$ cat src/keyboard_defines.vh
// Constants for the function keyboard encoder and its register map.
`ifndef KEYBOARD_DEFINES_VH
`define KEYBOARD_DEFINES_VH

// ------------------------------------------------------------------
// Register byte addresses
// ------------------------------------------------------------------
`define ADDR_CTRL 8'h00
`define ADDR_STATUS 8'h04
`define ADDR_RESP 8'h08
`define ADDR_LAMPS 8'h0C

// ------------------------------------------------------------------
// Field positions
// ------------------------------------------------------------------
`define CTRL_READ_BIT 0
`define CTRL_GATE_BIT 1
`define STAT_VALID_BIT 0
`define STAT_REQ_BIT 1
`define STAT_ATTN_BIT 2
`define STAT_GATE_BIT 3
`define STAT_CODE_LSB 8
`define STAT_OVL_LSB 16
`define SOURCE_BIT 1

// ------------------------------------------------------------------
// Reset values and timing
// ------------------------------------------------------------------
`define CTRL_RESET 2'b00
`define LAMPS_RESET 32'h0000_0000
`define CLK_HZ 20000000
`define SETTLE_MS 36
`define SETTLE_CYCLES ((`CLK_HZ / 1000) * `SETTLE_MS)

`endif

$ cat src/key_settle_timer.v
// Settling timer that fires once a key has stayed down for the delay.
`timescale 1ns/10ps
module key_settle_timer #(
    parameter SETTLE_CYCLES = 720000
) (
    // Clock and reset
    input wire hclk,
    input wire hresetn,
    // Control
    input wire key_down,
    output reg settled
);
    reg [19:0] count_r;

    // Any bounce restarts the count, so contacts must hold steady.
    always @(posedge hclk or negedge hresetn) begin
        if (!hresetn) begin
            count_r <= 20'h0_0000;
            settled <= 1'b0;
        end else if (!key_down) begin
            count_r <= 20'h0_0000;
            settled <= 1'b0;
        end else if (count_r < SETTLE_CYCLES[19:0] - 20'h0_0001) begin
            count_r <= count_r + 20'h0_0001;
            settled <= 1'b0;
        end else begin
            settled <= 1'b1;
        end
    end
endmodule // key_settle_timer

$ cat src/key_encoder.v
// Combines 32 key lines by OR into a five-bit binary key number.
`timescale 1ns/10ps
module key_encoder (
    // Key lines
    input wire [31:0] keys,
    // Result
    output reg [4:0] code,
    output reg any_down
);
    integer i;

    always @* begin
        code = 5'h00;
        any_down = 1'b0;
        for (i = 0; i < 32; i = i + 1) begin
            if (keys[i]) begin
                code = code | i[4:0];
                any_down = 1'b1;
            end
        end
    end
endmodule // key_encoder

$ cat src/function_keyboard_encoder.v
// Function keyboard encoder with an AHB-Lite register slave.
`timescale 1ns/10ps
`include "keyboard_defines.vh"
module function_keyboard_encoder #(
    parameter SETTLE_CYCLES = `SETTLE_CYCLES
) (
    // Clock and reset
    input wire hclk,
    input wire hresetn,
    // AHB-Lite slave
    input wire hsel,
    input wire [31:0] haddr,
    input wire [1:0] htrans,
    input wire hwrite,
    input wire [2:0] hsize,
    input wire [31:0] hwdata,
    input wire hready,
    output wire hreadyout,
    output wire hresp,
    output reg [31:0] hrdata,
    // Keyboard
    input wire [31:0] keys,
    input wire [7:0] overlay_switches,
    output wire [31:0] key_lamps,
    // Channel side
    output wire attention_interrupt,
    output wire keyboard_input_request,
    output reg [7:0] inbound_bus,
    output reg inbound_valid
);
    // ------------------------------------------------------------------
    // Key capture
    // ------------------------------------------------------------------
    wire [4:0] raw_code;
    wire any_down;
    wire settled;
    reg [4:0] function_key_code_r;
    reg key_code_valid_r;
    reg [7:0] overlay_r;
    reg key_code_release;

    key_encoder u_enc (
        .keys(keys),
        .code(raw_code),
        .any_down(any_down)
    );

    key_settle_timer #(
        .SETTLE_CYCLES(SETTLE_CYCLES)
    ) u_timer (
        .hclk(hclk),
        .hresetn(hresetn),
        .key_down(any_down),
        .settled(settled)
    );

    // Release wins over a fresh capture; a held key is captured again
    // only after its timer restarts, which needs the key to go up.
    reg settled_seen_r;
    always @(posedge hclk or negedge hresetn) begin
        if (!hresetn) begin
            function_key_code_r <= 5'h00;
            key_code_valid_r <= 1'b0;
            overlay_r <= 8'h00;
            settled_seen_r <= 1'b0;
        end else begin
            settled_seen_r <= settled;
            if (key_code_release) begin
                function_key_code_r <= 5'h00;
                key_code_valid_r <= 1'b0;
            end else if (settled && !settled_seen_r &&
                         !key_code_valid_r) begin
                function_key_code_r <= raw_code;
                key_code_valid_r <= 1'b1;
                overlay_r <= overlay_switches;
            end
        end
    end

    assign attention_interrupt = key_code_valid_r;
    assign keyboard_input_request = key_code_valid_r;

    // ------------------------------------------------------------------
    // Register bus
    // ------------------------------------------------------------------
    reg [31:0] lamps_r;
    reg gate_latch_r;
    reg wr_pend_r;
    reg [7:0] wr_addr_r;
    reg rd_req;
    reg [1:0] byte_idx_r;
    reg sending_r;

    wire take = hsel && hready && htrans[1];
    wire [7:0] word_addr = {haddr[7:2], 2'b00};

    assign hreadyout = 1'b1;
    assign hresp = 1'b0;
    assign key_lamps = lamps_r;

    always @* begin
        rd_req = wr_pend_r && (wr_addr_r == `ADDR_CTRL) &&
                 hwdata[`CTRL_READ_BIT];
    end

    always @(posedge hclk or negedge hresetn) begin
        if (!hresetn) begin
            wr_pend_r <= 1'b0;
            wr_addr_r <= 8'h00;
            hrdata <= 32'h0000_0000;
            lamps_r <= `LAMPS_RESET;
            gate_latch_r <= 1'b0;
        end else begin
            wr_pend_r <= take && hwrite;
            wr_addr_r <= word_addr;
            hrdata <= 32'h0000_0000;
            if (take && !hwrite) begin
                case (word_addr)
                    `ADDR_STATUS: hrdata <= {8'h00, overlay_r,
                        3'b000, function_key_code_r, 4'h0,
                        gate_latch_r, attention_interrupt,
                        keyboard_input_request, key_code_valid_r};
                    `ADDR_RESP: hrdata <= {24'h00_0000, inbound_bus};
                    `ADDR_LAMPS: hrdata <= lamps_r;
                    default: hrdata <= 32'h0000_0000;
                endcase
            end
            if (wr_pend_r && wr_addr_r == `ADDR_LAMPS) begin
                lamps_r <= hwdata;
            end
            if (wr_pend_r && wr_addr_r == `ADDR_CTRL) begin
                gate_latch_r <= hwdata[`CTRL_GATE_BIT];
            end
        end
    end

    // ------------------------------------------------------------------
    // Read-operator-inputs response
    // ------------------------------------------------------------------
    // The read command is ignored while no key code is valid, so a
    // stray command cannot release an empty latch set.
    always @(posedge hclk or negedge hresetn) begin
        if (!hresetn) begin
            sending_r <= 1'b0;
            byte_idx_r <= 2'b00;
            inbound_bus <= 8'h00;
            inbound_valid <= 1'b0;
            key_code_release <= 1'b0;
        end else begin
            key_code_release <= 1'b0;
            inbound_valid <= 1'b0;
            inbound_bus <= 8'h00;
            if (!sending_r) begin
                if (rd_req && key_code_valid_r) begin
                    sending_r <= 1'b1;
                    byte_idx_r <= 2'b00;
                end
            end else if (gate_latch_r) begin
                inbound_valid <= 1'b1;
                case (byte_idx_r)
                    2'b00: inbound_bus <= 8'h01 << `SOURCE_BIT;
                    2'b01: inbound_bus <= {3'b000,
                        function_key_code_r};
                    default: inbound_bus <= overlay_r;
                endcase
                if (byte_idx_r == 2'b10) begin
                    sending_r <= 1'b0;
                    key_code_release <= 1'b1;
                end else begin
                    byte_idx_r <= byte_idx_r + 2'b01;
                end
            end
        end
    end
endmodule // function_keyboard_encoder

$ cat config.mk
export PLATFORM = sky130hd
export DESIGN_NAME = function_keyboard_encoder
export DESIGN_NICKNAME = d
export VERILOG_FILES = /design/src/key_settle_timer.v /design/src/key_encoder.v /design/src/function_keyboard_encoder.v
export VERILOG_INCLUDE_DIRS = /design/src
export SDC_FILE = /design/constraint.sdc
export NUM_CORES = 1
export LEC_CHECK = 0
export BUFFER_PORTS_ARGS = -buffer_cell sky130_fd_sc_hd__buf_2
export CORE_ASPECT_RATIO = 0.9
export CORE_MARGIN = 2
export CORE_UTILIZATION = 50
export CTS_CLUSTER_SIZE = 14
export DETAILED_ROUTE_END_ITERATION = 10
export PLACE_DENSITY = 0.88
export SETUP_SLACK_MARGIN = 0.4
export SLEW_MARGIN = 20
export SYNTH_ARGS = -nofsm -noshare
export SYNTH_HDL_FRONTEND = slang
export SYNTH_SLANG_ARGS = --single-unit
$ cat constraint.sdc
create_clock -name hclk -period 2.6 [get_ports hclk]
set_clock_uncertainty 0.2 [all_clocks]
set_input_delay 0.26 -clock hclk [delete_from_list [all_inputs] [get_ports hclk]]
set_output_delay 0.26 -clock hclk [all_outputs]
set_load 0.02 [all_outputs]
; Yosys cells after proc, flatten, opt, wreduce, memory -nomap -nowiden
; Cells that the tools add are included.
[word_totals]
ff_bits = 121
input_bits = 114
output_inout_bits = 77
word_cells = 159
[classes]
n_addsub = 2
magnitude_cmp = 1
n_eq_ne = 9
n_mux = 111
bitwise = 1
reduce_logical = 19
[ops]
columns = operator, n
row1 = $pmux 32 s3, 1
row2 = $mux 5, 19
row3 = $mux 32, 2
row4 = $mux 20, 3
row5 = $mux 1, 56
row6 = $mux 8, 7
row7 = $mux 4, 8
row8 = $add 20x1->20 const B, 1
row9 = $lt 20x20->1 const B, 1
row10 = $mux 2, 10
row11 = $eq 6x2->1 const B, 3
row12 = $pmux 8 s2, 1
row13 = $mux 3, 4
row14 = $logic_and 1x1->1, 10
row15 = $logic_not 8->1, 1
row16 = $eq 6x1->1 const B, 1
row17 = $ne 2x2->1 const B, 3
row18 = $reduce_bool 2->1, 2
row19 = $logic_not 1->1, 3
row20 = $reduce_and 3->1, 1
row21 = $add 2x1->2 const B, 1
row22 = $eq 2x1->1 const B, 1
row23 = $eq 2x2->1 const B, 1
row24 = $logic_not 2->1, 1
row25 = 2 further kinds, 2

; Longest topological paths before layout
; Gate-level depths: netlist of run 1.
[logic_depth]
word_depth = 34
mapped_depth = 6

; Hierarchy
; Synthesis of run 1 repeated with hierarchy kept, for this count alone.
[hier_totals]
hier_cells = 425
area_unflattened_um2 = 5398.9
[by_module_without_submodules]
columns = module, instances, cells_each, area_each_um2, seq_area_each_um2
row1 = function_keyboard_encoder, 1, 279, 4037.6, 2502.4
row2 = key_settle_timer, 1, 117, 1188.6, 525.5
row3 = key_encoder, 1, 29, 172.7, 0.0

; Least setup slack after synthesis of run 1
; Ideal clock, no wire load.
[synth_path]
path_type = flip-flop to flip-flop
from = register u_timer.count_r[0]
to = register u_timer.count_r[4]
setup_ns = 0.079
t_arrival_ns = 1.685
path_slack_ns = 0.635
stages_incl_launch_ff = 6
n_path_buf = 0
period_less_slack_ns = 1.965
path_cell_list = dfrtp_1 -> ha_1 -> nand2_1 -> o2111ai_1 -> a2111oi_0 -> mux2i_1
[synth_via]
elab_chain_len = 4
word_cells_on_any_way = 6
cone_classes = 1 x add/sub / 1 x order compare / 1 x eq/ne / 3 x mux
[synth_lines]
columns = element, line_no
row1 = start: declaration, key_settle_timer.v:13  ; reg [19:0] count_r;
row2 = start signal: assignment, key_settle_timer.v:24  ; count_r <= count_r + 20'h0_0001;
row3 = $add 20x1->20, key_settle_timer.v:24
row4 = $mux 20, key_settle_timer.v:23  ; end else if (count_r < SETTLE_CYCLES[19:0] - 20'h0_0001) begin
row5 = $mux 20 (2 in a row), key_settle_timer.v:20  ; end else if (!key_down) begin
; Parallel ways exist; a longest one is shown, timed or not. The select of a mux whose other input is x is not followed.
; A chain may end at the register's enable or synchronous reset.

; Worst setup path after layout of run 1
[layout_path]
from = register u_timer.count_r[16]
to = register u_timer.count_r[18]
; The elaborated chain is that of the path after synthesis.

==> results of run 1 <==
-- what timing repair did --
action                                  CTS  global route
hold buffers                             49             0
buffers inserted                          0             2
endpoints found under the setup margin    1            39
endpoints found under the hold margin   169             0
resized for setup                         1             8
pin swaps                                 0             2
-- power groups by stage --
stage	registers, mW	logic [mW]	clock network [mW]
after floorplan	2.00	0.123	0
after global placement	1.99	0.289	0
after detailed placement	1.99	0.302	0
after CTS	1.96	0.373	2.26
after global routing	1.96	0.419	2.39
final	1.96	0.387	2.28
-- layout make-up --
cell class                 count  share of cell area (%)
multi-input combinational    287                    28.3
tap                          129                    2.20
inverter                      18                   0.922
sequential                   121                    41.3
clock buffer                  18                    5.86
clock inverter                14                    1.83
timing repair buffer         223                    19.5
-- cell usage in the layout, fill, tap and decap left out, drive strengths merged, types with 11 or more instances in the layout --
| cell | instances |
|---|---|
| nand2 | 11 |
| mux2i | 24 |
| a21oi | 17 |
| and3 | 17 |
| a22oi | 12 |
| o31ai | 30 |
| mux2 | 42 |
| dfrtp | 121 |
| nor2 | 44 |
| nand3 | 12 |
| inv | 25 |
| nor4 | 17 |
| clkbuf | 18 |
| buf | 174 |
| dlygate4sd3 | 49 |
-- registers in the layout (all words and copies together), names as in the netlist, 2 cells and up --
| register | count |
|---|---|
| u_timer.count_r | 20 |
| inbound_bus | 8 |
| byte_idx_r | 2 |
| key_lamps | 32 |
| overlay_r | 8 |
| hrdata | 32 |
| wr_addr_r | 6 |
| function_key_code_r | 5 |
-- metrics by stage --
stage | hold WS (ns) | setup slack (ns) | utilization [%]
after floorplan | -0.236 | 0.635 | -
after CTS | 0.0763 | 0.416 | 71.1
after global placement | 0.105 | 0.446 | 60.7
after detailed placement | 0.114 | 0.403 | 60.7
final | 0.0795 | 0.429 | 71.5
after global routing | 0.0779 | 0.353 | 71.5
-- cell families (layout without fill, tap and decap cells) --
logic type | after synthesis | in the layout | synth area share (%)
flip-flops | 121 | 121 | 57.6
multiplexers | 66 | 66 | 13.6
buffers and inverters | 42 | 273 | 3.45
AND/OR/NAND/NOR | 140 | 140 | 14.4
adder cells (fa/ha/maj) | 4 | 4 | 0.953
AO/OA/AOI/OAI | 75 | 75 | 9.84
other | 2 | 2 | 0.143
-- critical path: stages, from the launching register on --
cell	delay (ns)
dfrtp_2	0.47
a21oi_4	0.24
o2111ai_1	0.16
buf_4	0.22
or4b_2	0.62
a21oi_1	0.17
-- worst paths after layout --
| check | end | slack [ns] | cells past startpoint |
|---|---|---|---|
| setup / recovery | u_timer.count_r[18] | 0.43 | 5 |
| max in group asynchronous | hrdata[23] | 1.50 | 3 |
| setup reg to reg | u_timer.count_r[18] | 0.43 | 5 |
| hold / removal | function_key_code_r[1] | 0.08 | 5 |
| min in group asynchronous | u_timer.count_r[3] | 0.20 | 3 |
| hold reg to reg | settled_seen_r | 0.25 | 0 |
-- metal layers --
| layer | GRT usage [%] | wire length [um] |
|---|---|---|
| met5 | 0 | 0 |
| met3 | 7.12 | 1360 |
| met4 | 17.4 | 875 |
| met1 | 35.0 | 6210 |
| met2 | 53.7 | 8940 |
==> summary.txt, run 1 <==
Synthesis
  – Yosys warns: 0
  – Yosys top cell area share: between 50% and 60%
  – Count leader, synth: dfrtp_1
  – Post-synthesis sequential area ratio: between 50 and 60%
  – Mapped Area: 5250 um2
  – Mapped Cells: 450
  – Largest cells by area after synthesis: dfrtp_1 58%, mux2_2 8.6%, mux2i_1 4.6%
  – Post-synth EDFFs: 0
  – Synth Flop Type: dfrtp_1
  – Post-synthesis async set-or-reset flop share: between 90% and 100%
  – Top cells by count, synth: 121 x dfrtp_1, 44 x nor2_1, 40 x mux2_2
  – Synth area leader: dfrtp_1
  – Library cells used by synthesis: 41
  – Post-synth net total: around 570
  – Synth Register Bits: 121
  – Avg Cell Area, Syn: about 12 um2

Power
  – Sequential Power Share: a little over two fifths
  – Max IR drop VDD: 499 uV
  – Cell-internal power: ~3.4 mW
  – PwrDens: between 600 and 700 nW/um2
  – Clock power share: about half
  – P_sw: approximately 1.2 mW
  – Net Sw Frac: 25.9%
  – Total power: 4.63 mW
  – Gate power share: under 10%
  – Static Leak: ~3.6 nW

Finish
  – Area of the multi-input gates: between 2000 and 2500 um2
  – Layout Cell Area excl Fill: around 7300 um2
  – Share of cells above drive strength 1: 37.3%
  – # nets final: 786
  – Diodes inserted: 0
  – Reg area: ~3000 um2
  – Final std cells w/o fill: ~800
  – Fill count: around 600
  – Area Growth Syn to Fin: 39.5%

Global route
  – Global route overflow: 0
  – Vias in the first global route: 5,039
  – Antenna violations before repair: 0
  – First-pass GRT wire length: ~27,000 um
  – Pin count of the biggest net entering global routing: 77
  – Total track usage: 30.6%

Placed design
  – # port buffers: approximately 160
  – Placed Cells: ~730
  – RD Place Congestion: approximately 0.90
  – Final HPWL DP: between 9000 and 10,000 um
  – Placed inst area: 6220 um2

STA
  – Rel. slew slack: a little under half
  – Worst-margin pin slew: 0.818 ns
  – Final Cycle Share: between 80% and 90%
  – Final hold vios: 0
  – Final setup fails: 0
  – Time the worst path needs with I/O delays and setup: roughly 2.2 ns
  – RSZ-0062 raised after global routing: true
  – Total negative setup slack: 0 ns
  – Highest Clock Rate: between 400 and 500 MHz
  – Final Slew Violations: 0

Run
  – Max-cap violations: 0

Drt
  – Routed vias: about 5,000
  – Drt drc: 0
  – Final WL: ~17,000 um
  – DR pass1 iterations: 5
  – Vias/cell: approximately 6
  – Final ANT Viol Nets: 0
  – DR iter-0 viols: 552
  – Wire per inst: approximately 21 um

Min path
  – Worst min-delay path category: input port to flop
  – Hold wc startpoint: keys[10]

Die
  – Core area: approximately 10,000 um2
  – IO Pins: ~190
  – Die Wd: ~110 um
  – Initial Util: between 50 and 60%
  – # rows: 35
  – Die area: roughly 11,000 um2
  – Die height: just over 100 um

Worst setup path
  – Kind of critical path: flop to flop
  – CP required: around 2.7 ns
  – Crit path from: u_timer.count_r[16]
  – Worst reg2reg startpoint: u_timer.count_r[16]
  – Endpoint type of the worst setup path: flop
  – Critical Path Start Type: flop
  – Worst Path Max Fanout: 16
  – Data arrival, critical path: roughly 2.3 ns

CTS
  – Num CTS Buffers: 17
  – Clock Sinks: approximately 120
  – Max Buffers Root-to-Sink: 2
  – Clock root cell: clkbuf_16
  – Clock-pin slew on the worst setup and hold paths: ~0.060 ns
  – Skew-Pair Late Insertion Delay: ~0.42 ns
  – CTS tree: yes
  – H-tree lvl count: 4

Status
  – Run status: finished, final reports clean
(Power assumes the default switching activity.)
==> run 2, diff against run 1 <==
--- a/config.mk
+++ b/config.mk
@@ -9,10 +9,10 @@
 export BUFFER_PORTS_ARGS = -buffer_cell sky130_fd_sc_hd__buf_2
 export CORE_ASPECT_RATIO = 0.9
 export CORE_MARGIN = 2
-export CORE_UTILIZATION = 50
+export CORE_UTILIZATION = 45
 export CTS_CLUSTER_SIZE = 14
 export DETAILED_ROUTE_END_ITERATION = 10
-export PLACE_DENSITY = 0.88
+export PLACE_DENSITY = 0.84
 export SETUP_SLACK_MARGIN = 0.4
 export SLEW_MARGIN = 20
 export SYNTH_ARGS = -nofsm -noshare
==> constraint.sdc (replaced) <==
create_clock -name hclk -period 1.75 [get_ports hclk]
set_clock_uncertainty 0.2 [all_clocks]
set_input_delay 0.175 -clock hclk [delete_from_list [all_inputs] [get_ports hclk]]
set_output_delay 0.175 -clock hclk [all_outputs]
set_load 0.02 [all_outputs]
==> run 2 against run 1 <==
The run now ends with negative hold slack, negative setup slack left. Fmax down 1.0%. Sequential share of layout area shrank 9.1 points. Global-route usage increased by 3.0 points. Via count up 17%. Hold slack worse by 0.086 ns. Total power rose by 68%. Non-clock buffer count rose by 116. Largest power group unchanged.
==> summary.txt, run 2 (same netlist as run 1, synthesis figures left out) <==
Status
  – Run status: finished with violations (was finished, final reports clean)
  – Violated checks: negative hold slack, negative setup slack

Finish
  – Final core occ: 82.7% (was 71.5%)
  – Layout Cell Area excl Fill: 9420 um2 (was 7330 um2)
  – Fill count: 503 (was 616)
  – Reg area: 3030 um2 (about the same)
  – Area Growth Syn to Fin: 79.3% (was 39.5%)
  – # nets final: 902 (was 786)
  – Diodes inserted: 0 (unchanged)
  – Commonest non-fill, non-tap cell in the layout: buf_4 (was buf_2)
  – Share of cells above drive strength 1: 57.5% (was 37.3%)
  – Commonest cells after routing, fill and taps aside: 118 x buf_4, 116 x dfrtp_1, 112 x buf_2 (was 157 x buf_2, 120 x dfrtp_1, 49 x dlygate4sd3_1)
  – Area of the multi-input gates: 2790 um2 (was 2080 um2)

Die
  – Core area: 11,400 um2 (was 10,200 um2)
  – IO Pins: 191 (unchanged)
  – Die height: 106 um (was 101 um)
  – Initial Util: 46.1% (was 51.3%)
  – # rows: 37 (was 35)
  – Die Wd: 118 um (was 112 um)
  – Die area: 12,600 um2 (was 11,300 um2)

Run
  – Max-cap violations: 0 (unchanged)

CTS
  – Clock root cell: clkbuf_16 (unchanged)
  – Clock Sinks: 121 (unchanged)
  – Skew-Pair Late Insertion Delay: 0.43 ns (was 0.42 ns)
  – CTS tree: yes (unchanged)
  – Max Buffers Root-to-Sink: 2 (unchanged)
  – H-tree lvl count: 4 (unchanged)
  – Num CTS Buffers: 17 (unchanged)
  – Clock-pin slew on the worst setup and hold paths: 0.07 ns (was 0.06 ns)

Worst setup path
  – Cell count of the worst reg-to-reg path: 6 (was 5)
  – CP required: 1.82 ns (was 2.73 ns)
  – Data arrival, critical path: 2.26 ns (was 2.30 ns)
  – Kind of critical path: flop to flop (unchanged)
  – Endpoint type of the worst setup path: flop (unchanged)
  – Worst reg2reg startpoint: u_timer.count_r[16] (unchanged)
  – Critical Path Start Type: flop (unchanged)
  – Reg-to-Reg End: u_timer.count_r[9] (was u_timer.count_r[18])
  – R2R setup slack: -0.44 ns (was 0.43 ns)
  – Worst Path Max Fanout: 7 (was 16)

Global route
  – Vias in the first global route: 5,796 (was 5,039)
  – Antenna violations before repair: 0 (unchanged)
  – Total track usage: 33.5% (was 30.6%)
  – First-pass GRT wire length: 32,100 um (was 26,600 um)
  – Global route overflow: 0 (unchanged)
  – Pin count of the biggest net entering global routing: 47 (was 77)

Power
  – PwrDens: 827 nW/um2 (was 632 nW/um2)
  – Max IR drop VDD: 831 uV (was 499 uV)
  – Static Leak: 4.54 nW (was 3.64 nW)
  – Gate power share: 12.1% (was 8.4%)
  – Clock power share: 50.2% (was 49.3%)
  – P_sw: 2.04 mW (was 1.20 mW)
  – Net Sw Frac: 26.2% (was 25.9%)
  – Cell-internal power: 5.75 mW (was 3.43 mW)
  – Sequential Power Share: 37.7% (was 42.3%)

STA
  – Total negative setup slack: -9.71 ns (was 0 ns)
  – Final Slew Violations: 0 (unchanged)
  – Worst-margin pin slew: 0.641 ns (was 0.818 ns)
  – Rel. slew slack: 56.7% (was 45.3%)
  – Final worst slack: -0.443 ns (was 0.429 ns)
  – Final hold vios: 5 (was 0)
  – Final setup fails: 54 (was 0)
  – Time the worst path needs with I/O delays and setup: 2.19 ns (was 2.17 ns)
  – Final Cycle Share: 125% (was 83.5%)
  – RSZ-0062 raised after global routing: true (unchanged)
  – Hold WS: -0.00642 ns (was 0.0795 ns)
  – Highest Clock Rate: 456 MHz (was 461 MHz)

Placed design
  – Placed inst area: 6880 um2 (was 6220 um2)
  – # port buffers: 158 (unchanged)
  – Final HPWL DP: 10,600 um (was 9660 um)
  – Post-place setup slack: -0.168 ns (was 0.403 ns)
  – RD Place Congestion: 0.867 (was 0.897)

Min path
  – Worst min-delay path category: input port to async pin (was input port to flop)

Drt
  – Wire per inst: 26.0 um (was 21.5 um)
  – Vias/cell: 6.12 (was 6.14)
  – Final ANT Viol Nets: 0 (unchanged)
  – Routed vias: 5,828 (was 4,977)
  – DR iter-0 viols: 693 (was 552)
  – Drt drc: 0 (unchanged)
  – DR pass1 iterations: 8 (was 5)
  – Final WL: 24,800 um (was 17,400 um)
==> run 2: cell count changes in the layout (fill, tap and decap cells not counted), sizes merged <==
cell,before,now
buf,174,288
inv,25,19
bufinv,1,4
clkbuf,18,20
clkinvlp,2,3
clkinv,4,6
==> run 2: area by class of cell <==
| type | count | area share, % |
|---|---|---|
| Clock buffer | 18 | 4.66 |
| Inverter | 18 | 0.717 |
| Tap cell | 156 | 2.07 |
| Multi-Input combinational cell | 287 | 29.6 |
| Timing Repair Buffer | 339 | 28.6 |
| Clock inverter | 14 | 2.09 |
| Sequential cell | 121 | 32.2 |
==> run 2: power by group through the flow <==
stage | logic (mW) | registers (mW) | clock network, mW
floorplan | 0.207 | 2.97 | 0
global placement | 0.471 | 2.95 | 0
detailed placement | 0.495 | 2.96 | 0
CTS | 0.765 | 2.91 | 3.76
global route | 0.999 | 2.94 | 4.01
finish | 0.946 | 2.94 | 3.91
==> run 2: layer usage <==
metal / part of all wire (%) / GRT usage (%) / wire [um]
met1: 34 / 37.4 / 8340
met2: 50 / 60.5 / 12500
met3: 8.6 / 6.49 / 2120
met4: 7.4 / 18.5 / 1830
met5: 0 / 0 / 0
==> run 2: how the worst max path moves through the flow <==
stage,start,to,slack (ns),cells after the start
5_1_grt,u_timer.count_r[16],u_timer.count_r[9],-0.44,6
2_1_floorplan,u_timer.count_r[2],u_timer.count_r[13],-0.13,5
3_5_place_dp,wr_addr_r[6],key_lamps[18],-0.17,4
6_report,u_timer.count_r[16],u_timer.count_r[9],-0.44,6
4_1_cts,wr_addr_r[6],key_lamps[18],-0.12,4
3_3_place_gp,wr_addr_r[6],key_lamps[17],-0.15,4
==> run 2: worst max-delay path: stages, from the launching register on <==
cell      delay, ns
dfrtp_2        0.45
nor4bb_4       0.33
nor3b_4        0.28
buf_6          0.20
buf_12         0.13
nor4_4         0.05
mux2i_1        0.39
==> run 2: through the flow <==
stage	total power, mW	instances
2_1_floorplan	3.18	450
3_3_place_gp	3.42	793
3_5_place_dp	3.45	793
4_1_cts	7.44	921
5_1_grt	7.95	953
6_report	7.79	953
==> run 2: repair_timing <==
action	in CTS	in global routing
pin swaps	26	24
setup buffers	46	29
endpoints found under the setup margin	114	136
hold buffers	49	0
resized for setup	92	110
endpoints found under the hold margin	171	0
gates cloned	1	3
